==> src/hdl/scap_pkg.sv <==
// constants for the strap configuration and alarm pin block
package scap_pkg;
    localparam int STRAP_COUNT = 8;
    localparam int DRIVE_COUNT = 4;
    localparam int PAT_LEN = 8;
    // six-valued class of one strap: ground, supply, or one of four drives
    typedef enum logic [2:0] {
        SCAP_TIE_LOW,
        SCAP_TIE_HIGH,
        SCAP_DRIVE_0,
        SCAP_DRIVE_1,
        SCAP_DRIVE_2,
        SCAP_DRIVE_3
    } scap_class_t;
    // distinct walking patterns on the four drives, one bit per step
    localparam logic [PAT_LEN-1:0] PAT_DRIVE_0 = 8'h0F;
    localparam logic [PAT_LEN-1:0] PAT_DRIVE_1 = 8'h33;
    localparam logic [PAT_LEN-1:0] PAT_DRIVE_2 = 8'h55;
    localparam logic [PAT_LEN-1:0] PAT_DRIVE_3 = 8'h3C;
    localparam logic [PAT_LEN-1:0] PAT_LOW = 8'h00;
    localparam logic [PAT_LEN-1:0] PAT_HIGH = 8'hFF;
    // register bus map
    localparam logic [3:0] ADDR_CONFIG = 4'h0;
    localparam logic [3:0] ADDR_STATUS = 4'h4;
    localparam logic [3:0] ADDR_CONTROL = 4'h8;
    localparam logic [31:0] CONTROL_RESET = 32'h0000_0000;
endpackage

==> src/hdl/scap_strap_config.sv <==
// strap classification, latched configuration, alarms and lock indicator
//
// The implementer's own choices: the register addresses and the Avalon-MM register port.
`timescale 1ns/1ps
module scap_strap_config
    import scap_pkg::*;
#(
    parameter int PHASE_W = 8
) (
    input wire logic clk_i, // 20 MHz core clock
    input wire logic reset_i, // power-up reset, async, active high
    input wire logic system_reset_n_i, // external system reset, active low
    input wire logic [scap_pkg::STRAP_COUNT-1:0] strap_in_i, // strap input levels
    input wire logic ref_a_fail_i, // reference a activity lost
    input wire logic ref_b_fail_i, // reference b activity lost
    input wire logic ref_b_selected_i, // reference b is the selected one
    input wire logic [PHASE_W-1:0] phase_error_i, // phase detector error magnitude
    input wire logic [3:0] avs_address_i, // avalon byte address
    input wire logic avs_read_i, // avalon read
    input wire logic avs_write_i, // avalon write
    input wire logic [31:0] avs_writedata_i, // avalon write data
    input wire logic [3:0] avs_byteenable_i, // avalon byte enables
    output logic [31:0] avs_readdata_o, // avalon read data
    output logic avs_waitrequest_o, // avalon wait request
    output logic ref_a_fail_strap_drive_o, // ref a alarm / strap drive 0
    output logic ref_b_fail_strap_drive_o, // ref b alarm / strap drive 1
    output logic strap_drive_2_o, // strap drive 2
    output logic selected_ref_fail_strap_drive_o, // selected ref alarm / strap drive 3
    output logic phase_lock_indicator_o, // lock pulse output
    output logic config_busy_o, // configuration phase running
    output logic [3:0] rate_set_ab_o, // rate set code, outputs a and b
    output logic [3:0] divider_pad_ab_o, // divider and pad code, outputs a and b
    output logic [3:0] sync_freq_cd_o, // sync edge and c/d frequency code
    output logic [3:0] odd_lock_pad_cd_o // odd divider, lock enable, pad c/d code
);
    import scap_pkg::*;

    initial begin
        if (PHASE_W < 1 || PHASE_W > 16) begin
            $error("PHASE_W must be 1 to 16");
        end
        if (PAT_LEN < 2) begin
            $error("pattern length must be at least 2");
        end
    end

    typedef enum logic [1:0] {
        SCAP_IDLE,
        SCAP_DRIVE,
        SCAP_RUN
    } scap_state_t;

    localparam int STEP_W = $clog2(PAT_LEN);
    localparam int CLS_W = 3;

    scap_state_t state;
    logic [STEP_W-1:0] step;
    logic sys_reset_seen;
    logic [PAT_LEN-1:0] capture [STRAP_COUNT];
    logic [CLS_W-1:0] strap_class [STRAP_COUNT];
    logic [31:0] control;
    logic [PHASE_W-1:0] pwm_count;
    logic lock_enable;

    // a system reset pulse re-arms configuration once it is released
    always_ff @(posedge clk_i or posedge reset_i) begin
        if (reset_i) begin
            sys_reset_seen <= 1'b1;
        end else if (!system_reset_n_i) begin
            sys_reset_seen <= 1'b1;
        end else if (state == SCAP_IDLE && sys_reset_seen) begin
            sys_reset_seen <= 1'b0;
        end
    end

    always_ff @(posedge clk_i or posedge reset_i) begin
        if (reset_i) begin
            state <= SCAP_IDLE;
        end else if (!system_reset_n_i) begin
            state <= SCAP_IDLE;
        end else begin
            unique case (state)
                SCAP_IDLE: begin
                    if (sys_reset_seen) begin
                        state <= SCAP_DRIVE;
                    end
                end
                SCAP_DRIVE: begin
                    if (step == STEP_W'(PAT_LEN - 1)) begin
                        state <= SCAP_RUN;
                    end
                end
                SCAP_RUN: begin
                    state <= SCAP_RUN;
                end
            endcase
        end
    end

    // step only counts inside the drive phase, so each phase starts at step zero with the top pattern bit
    always_ff @(posedge clk_i or posedge reset_i) begin
        if (reset_i) begin
            step <= '0;
        end else if (!system_reset_n_i) begin
            step <= '0;
        end else if (state == SCAP_DRIVE) begin
            step <= step + 1'b1;
        end else begin
            step <= '0;
        end
    end

    // inputs sampled one step after each drive update, so each capture bit
    // sees the pattern bit driven in the previous cycle
    always_ff @(posedge clk_i or posedge reset_i) begin
        if (reset_i) begin
            for (int i = 0; i < STRAP_COUNT; i++) begin
                capture[i] <= '0;
            end
        end else if (state == SCAP_DRIVE && step != '0) begin
            for (int i = 0; i < STRAP_COUNT; i++) begin
                capture[i] <= {capture[i][PAT_LEN-2:0], strap_in_i[i]};
            end
        end else if (state == SCAP_RUN && config_busy_o) begin
            for (int i = 0; i < STRAP_COUNT; i++) begin
                capture[i] <= {capture[i][PAT_LEN-2:0], strap_in_i[i]};
            end
        end
    end

    function automatic logic [CLS_W-1:0] classify(input logic [PAT_LEN-1:0] seen);
        logic [CLS_W-1:0] c;
        c = CLS_W'(SCAP_TIE_LOW);
        unique case (seen)
            PAT_HIGH: c = CLS_W'(SCAP_TIE_HIGH);
            PAT_DRIVE_0: c = CLS_W'(SCAP_DRIVE_0);
            PAT_DRIVE_1: c = CLS_W'(SCAP_DRIVE_1);
            PAT_DRIVE_2: c = CLS_W'(SCAP_DRIVE_2);
            PAT_DRIVE_3: c = CLS_W'(SCAP_DRIVE_3);
            default: c = CLS_W'(SCAP_TIE_LOW);
        endcase
        return c;
    endfunction

    // decoded settings latched at the end of the phase and held until reset
    always_ff @(posedge clk_i or posedge reset_i) begin
        if (reset_i) begin
            for (int i = 0; i < STRAP_COUNT; i++) begin
                strap_class[i] <= CLS_W'(SCAP_TIE_LOW);
            end
            config_busy_o <= 1'b1;
        end else if (!system_reset_n_i) begin
            config_busy_o <= 1'b1;
        end else if (state == SCAP_RUN && config_busy_o) begin
            for (int i = 0; i < STRAP_COUNT; i++) begin
                // the last pattern bit is still on the pin, so it is taken from there
                strap_class[i] <= classify({capture[i][PAT_LEN-2:0],
                    strap_in_i[i]});
            end
            config_busy_o <= 1'b0;
        end
    end

    // each pair of six-valued classes gives 36 combinations, folded into a 4-bit code of up to 16 settings;
    // the table mapping codes to rates lives outside this block
    function automatic logic [3:0] pair_code(input logic [CLS_W-1:0] lo,
                                             input logic [CLS_W-1:0] hi);
        logic [5:0] full;
        full = 6'(hi) * 6'h06 + 6'(lo);
        return full[3:0] ^ {2'h0, full[5:4]};
    endfunction

    // code outputs follow the latched classes one edge later
    always_ff @(posedge clk_i or posedge reset_i) begin
        if (reset_i) begin
            rate_set_ab_o <= 4'h0;
        end else begin
            rate_set_ab_o <= pair_code(strap_class[0], strap_class[1]);
        end
    end

    always_ff @(posedge clk_i or posedge reset_i) begin
        if (reset_i) begin
            divider_pad_ab_o <= 4'h0;
        end else begin
            divider_pad_ab_o <= pair_code(strap_class[2], strap_class[3]);
        end
    end

    always_ff @(posedge clk_i or posedge reset_i) begin
        if (reset_i) begin
            sync_freq_cd_o <= 4'h0;
        end else begin
            sync_freq_cd_o <= pair_code(strap_class[4], strap_class[5]);
        end
    end

    always_ff @(posedge clk_i or posedge reset_i) begin
        if (reset_i) begin
            odd_lock_pad_cd_o <= 4'h0;
        end else begin
            odd_lock_pad_cd_o <= pair_code(strap_class[6], strap_class[7]);
        end
    end

    // both straps tied low disables the lock detector
    always_ff @(posedge clk_i or posedge reset_i) begin
        if (reset_i) begin
            lock_enable <= 1'b0;
        end else begin
            lock_enable <= !(strap_class[6] == CLS_W'(SCAP_TIE_LOW)
                && strap_class[7] == CLS_W'(SCAP_TIE_LOW));
        end
    end

    // pins act as strap drives during configuration, then drives 0, 1 and 3 as alarms and drive 2 held low;
    // a system reset silences them on the next clock edge so no half pattern stays on the board
    always_ff @(posedge clk_i or posedge reset_i) begin
        if (reset_i) begin
            ref_a_fail_strap_drive_o <= 1'b0;
        end else if (!system_reset_n_i) begin
            ref_a_fail_strap_drive_o <= 1'b0;
        end else if (state == SCAP_DRIVE) begin
            ref_a_fail_strap_drive_o <= PAT_DRIVE_0[PAT_LEN-1-step];
        end else if (state == SCAP_RUN && !config_busy_o) begin
            ref_a_fail_strap_drive_o <= ref_a_fail_i;
        end else begin
            ref_a_fail_strap_drive_o <= 1'b0;
        end
    end

    always_ff @(posedge clk_i or posedge reset_i) begin
        if (reset_i) begin
            ref_b_fail_strap_drive_o <= 1'b0;
        end else if (!system_reset_n_i) begin
            ref_b_fail_strap_drive_o <= 1'b0;
        end else if (state == SCAP_DRIVE) begin
            ref_b_fail_strap_drive_o <= PAT_DRIVE_1[PAT_LEN-1-step];
        end else if (state == SCAP_RUN && !config_busy_o) begin
            ref_b_fail_strap_drive_o <= ref_b_fail_i;
        end else begin
            ref_b_fail_strap_drive_o <= 1'b0;
        end
    end

    always_ff @(posedge clk_i or posedge reset_i) begin
        if (reset_i) begin
            strap_drive_2_o <= 1'b0;
        end else if (!system_reset_n_i) begin
            strap_drive_2_o <= 1'b0;
        end else if (state == SCAP_DRIVE) begin
            strap_drive_2_o <= PAT_DRIVE_2[PAT_LEN-1-step];
        end else if (state == SCAP_RUN && !config_busy_o) begin
            strap_drive_2_o <= 1'b0;
        end else begin
            strap_drive_2_o <= 1'b0;
        end
    end

    always_ff @(posedge clk_i or posedge reset_i) begin
        if (reset_i) begin
            selected_ref_fail_strap_drive_o <= 1'b0;
        end else if (!system_reset_n_i) begin
            selected_ref_fail_strap_drive_o <= 1'b0;
        end else if (state == SCAP_DRIVE) begin
            selected_ref_fail_strap_drive_o <= PAT_DRIVE_3[PAT_LEN-1-step];
        end else if (state == SCAP_RUN && !config_busy_o) begin
            selected_ref_fail_strap_drive_o <= ref_b_selected_i ? ref_b_fail_i
                : ref_a_fail_i;
        end else begin
            selected_ref_fail_strap_drive_o <= 1'b0;
        end
    end

    // free-running sawtooth; output high while it is below the error
    always_ff @(posedge clk_i or posedge reset_i) begin
        if (reset_i) begin
            pwm_count <= '0;
            phase_lock_indicator_o <= 1'b0;
        end else begin
            pwm_count <= pwm_count + 1'b1;
            if (!lock_enable || config_busy_o || control[0]) begin
                phase_lock_indicator_o <= 1'b0;
            end else begin
                phase_lock_indicator_o <= pwm_count < phase_error_i;
            end
        end
    end

    // register bus: one wait cycle on every access keeps read data registered
    logic bus_take;
    assign bus_take = (avs_read_i || avs_write_i) && avs_waitrequest_o;

    always_ff @(posedge clk_i or posedge reset_i) begin
        if (reset_i) begin
            avs_waitrequest_o <= 1'b1;
        end else begin
            avs_waitrequest_o <= !bus_take;
        end
    end

    always_ff @(posedge clk_i or posedge reset_i) begin
        if (reset_i) begin
            avs_readdata_o <= 32'h0000_0000;
        end else if (bus_take && avs_read_i) begin
            unique case (avs_address_i)
                ADDR_CONFIG: avs_readdata_o <= {16'h0000, odd_lock_pad_cd_o,
                    sync_freq_cd_o, divider_pad_ab_o, rate_set_ab_o};
                ADDR_STATUS: avs_readdata_o <= {27'h0, lock_enable,
                    selected_ref_fail_strap_drive_o, ref_b_fail_strap_drive_o,
                    ref_a_fail_strap_drive_o, config_busy_o};
                ADDR_CONTROL: avs_readdata_o <= control;
                default: avs_readdata_o <= 32'h0000_0000;
            endcase
        end
    end

    always_ff @(posedge clk_i or posedge reset_i) begin
        if (reset_i) begin
            control <= CONTROL_RESET;
        end else if (bus_take && avs_write_i && avs_address_i == ADDR_CONTROL) begin
            for (int b = 0; b < 4; b++) begin
                if (avs_byteenable_i[b]) begin
                    control[b*8 +: 8] <= avs_writedata_i[b*8 +: 8];
                end
            end
        end
    end
endmodule

==> config.mk <==
export PLATFORM = sky130hd
export DESIGN_NAME = scap_strap_config
export DESIGN_NICKNAME = d
export VERILOG_FILES = /design/src/hdl/scap_pkg.sv /design/src/hdl/scap_strap_config.sv
export SDC_FILE = /design/constraint.sdc
export NUM_CORES = 1
export LEC_CHECK = 0
export ABC_AREA = 0
export BUFFER_PORTS_ARGS = -buffer_cell sky130_fd_sc_hd__buf_2
export CELL_PAD_IN_SITES_DETAIL_PLACEMENT = 0
export CELL_PAD_IN_SITES_GLOBAL_PLACEMENT = 1
export CORE_UTILIZATION = 35
export CTS_CLUSTER_DIAMETER = 120
export CTS_CLUSTER_SIZE = 14
export DETAILED_ROUTE_END_ITERATION = 7
export PLACE_DENSITY = 0.66
export REMOVE_ABC_BUFFERS = 1
export SYNTH_ARGS = -nofsm -noshare
export SYNTH_HDL_FRONTEND = slang
export SYNTH_SLANG_ARGS = --single-unit
==> constraint.sdc <==
create_clock -name clk_i -period 9 [get_ports clk_i]
set_input_delay 1.35 -clock clk_i [delete_from_list [all_inputs] [get_ports clk_i]]
set_output_delay 1.35 -clock clk_i [all_outputs]
set_load 0.03 [all_outputs]
# Yosys cells after proc, flatten, opt, wreduce, memory -nomap -nowiden
# Memory sizes are Yosys's and may differ from the RTL's.
# Cells that the tools add are included.
[word_totals]
memories = 4
mem_bits_ro = 32
in_bits = 64
reg_bits = 182
[classes]
n_reduce_logical = 28
n_eq_ne = 49
mul = 4
mux = 38
magnitude_cmp = 2
addsub = 7
n_bitwise = 4
[mem_list]
columns = ["name", "depth", "word_bits", "read_ports", "rd_clocked_by_memory_dff", "write_ports", "line_no", "text"]
rows = [
  ["(no name shown)", 8, 1, 1, 0, 0, "scap_strap_config.sv:266", "selected_ref_fail_strap_drive_o <= PAT_DRIVE_3[PAT_LEN-1-step];"],
  ["(no name shown)", 8, 1, 1, 0, 0, "scap_strap_config.sv:252", "strap_drive_2_o <= PAT_DRIVE_2[PAT_LEN-1-step];"],
  ["(no name shown)", 8, 1, 1, 0, 0, "scap_strap_config.sv:238", "ref_b_fail_strap_drive_o <= PAT_DRIVE_1[PAT_LEN-1-step];"],
  ["(no name shown)", 8, 1, 1, 0, 0, "scap_strap_config.sv:224", "ref_a_fail_strap_drive_o <= PAT_DRIVE_0[PAT_LEN-1-step];"],
]
[op_table]
columns = ["cell", "n"]
rows = [
  ["8-bit by 6-bit == test with 1-bit output, second input constant", 16],
  ["63-bit 2-to-1 mux", 2],
  ["3-bit case mux with 5 select lines", 8],
  ["32-bit case mux with 3 select lines", 1],
  ["8-bit by 4-bit == test with 1-bit output, second input constant", 8],
  ["8-bit by 7-bit == test with 1-bit output, second input constant", 8],
  ["8-bit == test, second input constant", 8],
  ["32-bit by 4-bit less-than comparator with 1-bit output, second input constant", 1],
  ["6-bit by 3-bit adder with 6-bit output", 4],
  ["1-bit 2-to-1 mux", 21],
  ["3-bit by 2-bit multiplier with 5-bit output, second input constant", 4],
  ["4-bit by 2-bit bitwise XOR with 4-bit output", 4],
  ["2-bit AND reduction", 6],
  ["1-bit logical AND", 9],
  ["8-bit by 1-bit adder with 8-bit output, second input constant", 1],
  ["8-bit less-than comparator", 1],
  ["3-bit zero test", 2],
  ["2-bit 2-to-1 mux", 3],
  ["3-bit 2-to-1 mux", 2],
  ["3-bit inequality test, second input constant", 2],
  ["2-bit case mux with 3 select lines", 1],
  ["4-bit by 3-bit == test with 1-bit output, second input constant", 1],
  ["4-bit == test, second input constant", 1],
  ["1-bit zero test", 4],
  ["other kinds (11)", 14],
]

# Logic depth before layout (Yosys ltp)
[depth]
ltp_word = 5
depth_mapped = 7
ltp_nobuf = 6

# Least setup slack after synthesis
# No wires, ideal clock.
[synth_path]
path_type = "input to register"
startpoint = "input port avs_address_i[3]"
endpoint = "register control[0]"
setup_time_ns = 0.125
cell_stages = 4
arrival_time_ns = 2.537
required_time_ns = 8.875
setup_slack_ns = 6.338
cell_sequence = "clkbuf_2 > nor4b_4 > nand4_2 > mux2_2"
[synth_between]
elab_chain_len = 3
[synth_lines]
columns = ["item", "line_no", "text"]
rows = [
  ["start, declared", "scap_strap_config.sv:18", "input wire logic [3:0] avs_address_i,"],
  ["4-bit == test", "scap_strap_config.sv:321", "end else if (bus_take && avs_write_i && avs_address_i == ADDR_CONTROL) begin"],
  ["1-bit logical AND", "scap_strap_config.sv:321", ""],
  ["2-bit AND reduction (no source line)", "--", ""],
  ["end signal, assigned by index", "scap_strap_config.sv:324", "control[b*8 +: 8] <= avs_writedata_i[b*8 +: 8];"],
  ["end, declared", "scap_strap_config.sv:61", "logic [31:0] control;"],
]
# Every way passes these cells.
# A chain may end at the register's enable or synchronous reset.

# Final worst setup path
[layout_path]
startpoint = "input port avs_address_i[3]"
endpoint = "register control[8]"
# Same word-level chain as after synthesis.

==> flow_summary.yaml <==
floorplan:
  core_sq_mm: 0.0244
  die_y_microns: 160
  ios: 119
  die_area_sq_mm: 0.0256
  num_rows: 57
  die_w_microns: 160
  initial_core_util: 0.358
setup_path:
  cp-start-kind: "input pin"
  worstSetupPathType: "input pin to flip-flop"
  reg2reg_from: "state[0]"
  startpoint: "avs_address_i[3]"
  reg2reg_slack_ns: 6.81
  worstPathArrival_ns: 3.13
  crit_end: "control[8]"
  crit_path_max_fanout: 14
  ff2ff_path_depth: 5
  reg2reg_to: "strap_class[6]"
  crit_required_ns: 9.31
  end_kind: "flip-flop"
timing:
  period_minus_slack_ns: 2.82
  slew_violations: 0
  setup_viol: 0
  tns_ns: 0
  hold_ws_ns: 0.466
  fmax_mhz: 355
  hold_viol_final: 0
  fin_skew_ns: 0.00994
  rsz0062_at_grt: "no"
  period_share: 0.313
  worst_slew_pin_slew_ns: 1.02
  relSlewSlack: 0.317
power_and_ir_drop:
  power.density_mw_per_mm2: 284
  finalPower_mw: 2.91
  leakage_nw: 4.84
  peakVddDrop_mv: 0.123
clocking:
  ctsResizeCount: 0
  clock_sink_count: 182
  post_cts_buffers: 0
  clkLatencyLatePin_ns: 0.43
  cts_made_buffers: 17
  root_buffer: "clkbuf_16"
  cts.reportedPaths.clkPinSlew_ns: 0.07
  cts_tree: "yes"
  clk_path_buf_depth: 2
  htree_levels: 4
  hold_buffers: 0
grt:
  grt_pass1_vias: 5594
  track_usage: 0.146
  antenna_found_initial: 0
  grt_max_degree: 114
  grt-ovfl-total: 0
  grt_pass1_wl_mm: 29.9
final_layout:
  nFillCells: 2343
  final_cell_mix: "179 x dfrtp_1, 118 x buf_2, 93 x mux2_2"
  fin_nets: 931
  area_growth_pct: 17.3
  final_common_cell: "dfrtp_1"
  final_core_util: 0.420
  layout-drive-gt1-share: 0.307
  n_antenna_cell: 0
  stdcell_count: 1161
synthesis:
  avgSynthCellArea_sq_um: 12.3
  synth_mux_area_frac: 0.142
  synth_top_cell_area_share: 0.513
  synth_async_sr_flop_share: 1.00
  synth-seq-area-share: 0.522
  synthCells: 708
  synthFlopType: "dfrtp_1"
  synthSimpleGateAreaFrac: 0.121
  ys_ff_latch: 182
  synth_edf_count: 0
  synth_largest_area_cell: "dfrtp_1"
  yosys_warnings: 0
  ys_types: 46
  synth-compound-area-share: 0.0846
  synth_top_family_by_area: "multiplexers"
  synth_xor_area_frac: 0.0311
  syn_area_sq_mm: 0.00873
  synthTopCellsByArea: "dfrtp_1 51%, mux2_2 12%, ha_1 5.0%"
  synth_fa_ha_area_frac: 0.0685
place:
  routabilityCongestion: 0.746
  dpl.hpwl_mm: 12.7
  dp.cells: 1129
  portBuffers: 118
route:
  top_layer: "met4"
  antenna_left: 0
  avgRoutedWirePerCell_microns: 15.2
  viasPerCell: 4.92
  dr_wl_met3_microns: 606
  drt_first_pass_iters: 4
  drtIter0Drc: 420
  wl_met2_mm: 8.11
  drt-met1-wl_mm: 8.75
  vias: 5709
  wirelength_mm: 17.7
  drc: 0
run_status:
  status: "finished clean"
min_path:
  min_from: "step[0]"
  hp-class: "flip-flop to flip-flop"
run:
  cap_violations: 0
==> metal layers <==
layer  up-vias  GRT usage
li1       2817          -
met1      2773      0.211
met2       105      0.220
met3        14     0.0255
met4         0     0.0485
met5         -          0
==> cell usage after synthesis (2+ instances only) <==
library cell	number
a21o_1	3
a21oi_1	25
a22o_1	16
a22oi_1	6
a31oi_1	8
and2_1	5
and3_1	6
and4_1	5
buf_2	6
buf_6	2
clkbuf_1	14
clkbuf_2	2
dfrtp_1	179
dfstp_2	3
fa_1	8
ha_1	35
inv_1	41
mux2_2	93
mux2i_1	19
nand2_1	32
nand2b_1	2
nand3_1	5
nand4_1	14
nand4_2	4
nor2_1	28
nor2b_1	8
nor3_1	3
nor4bb_1	39
o2111ai_1	5
o211ai_1	3
o21ai_0	29
o22ai_1	4
o31ai_1	11
or4_1	3
or4b_2	2
xnor2_1	18
xor2_1	13
==> worst min-delay path by stage <==
stage                     cells after the start  slack, ns           endpoint
after global placement                        1       0.45            step[0]
after floorplan                               1       0.43            step[0]
after CTS                                     1       0.47            step[0]
final                                         1       0.47            step[0]
after detailed placement                      2       0.46  avs_readdata_o[5]
after global routing                          1       0.49            step[0]
==> state kept, by name (all words and copies together), names as in the netlist, 2 cells and up <==
signal,count
pwm_count,8
sync_freq_cd_o,4
avs_readdata_o,32
capture,56
strap_class,24
step,3
divider_pad_ab_o,4
control,32
odd_lock_pad_cd_o,4
state,2
rate_set_ab_o,4
==> power breakdown <==
part	switching, mW	internal [mW]
combinational	0.405	0.436
clock	0.319	0.434
sequential	0.265	1.05
total	0.989	1.92
==> cell families after synthesis <==
group / after synthesis
AND/OR/NAND/NOR: 160
flip-flops: 182
XOR/XNOR: 31
buffers and inverters: 66
adder cells (fa/ha/maj): 43
AO/OA/AOI/OAI: 114
multiplexers: 112
==> critical path, cell delays in order <==
cell and delay [ns]:
buf_2 0.34, nor4b_4 0.66, nand4_2 0.39, mux2_2 0.38
==> cell type report <==
class	instances	area, sq um	area share
inverter	41	159	0.0155
clock inverter	10	121	0.0118
sequential	182	4560	0.445
clock buffer	22	474	0.0463
tap	324	405	0.0396
timing repair buffer	122	621	0.0606
multi-input combinational	460	3910	0.381
==> per-stage QoR <==
stage | area [sq um] | setup WS (ns)
6_report | 10200 | 6.18
3_3_place_gp | 9650 | 5.73
4_1_cts | 10200 | 6.17
3_5_place_dp | 9650 | 5.72
5_1_grt | 10200 | 5.96
2_1_floorplan | 8610 | 2.71
No activity file was read; power rests on OpenSTA's default activity.
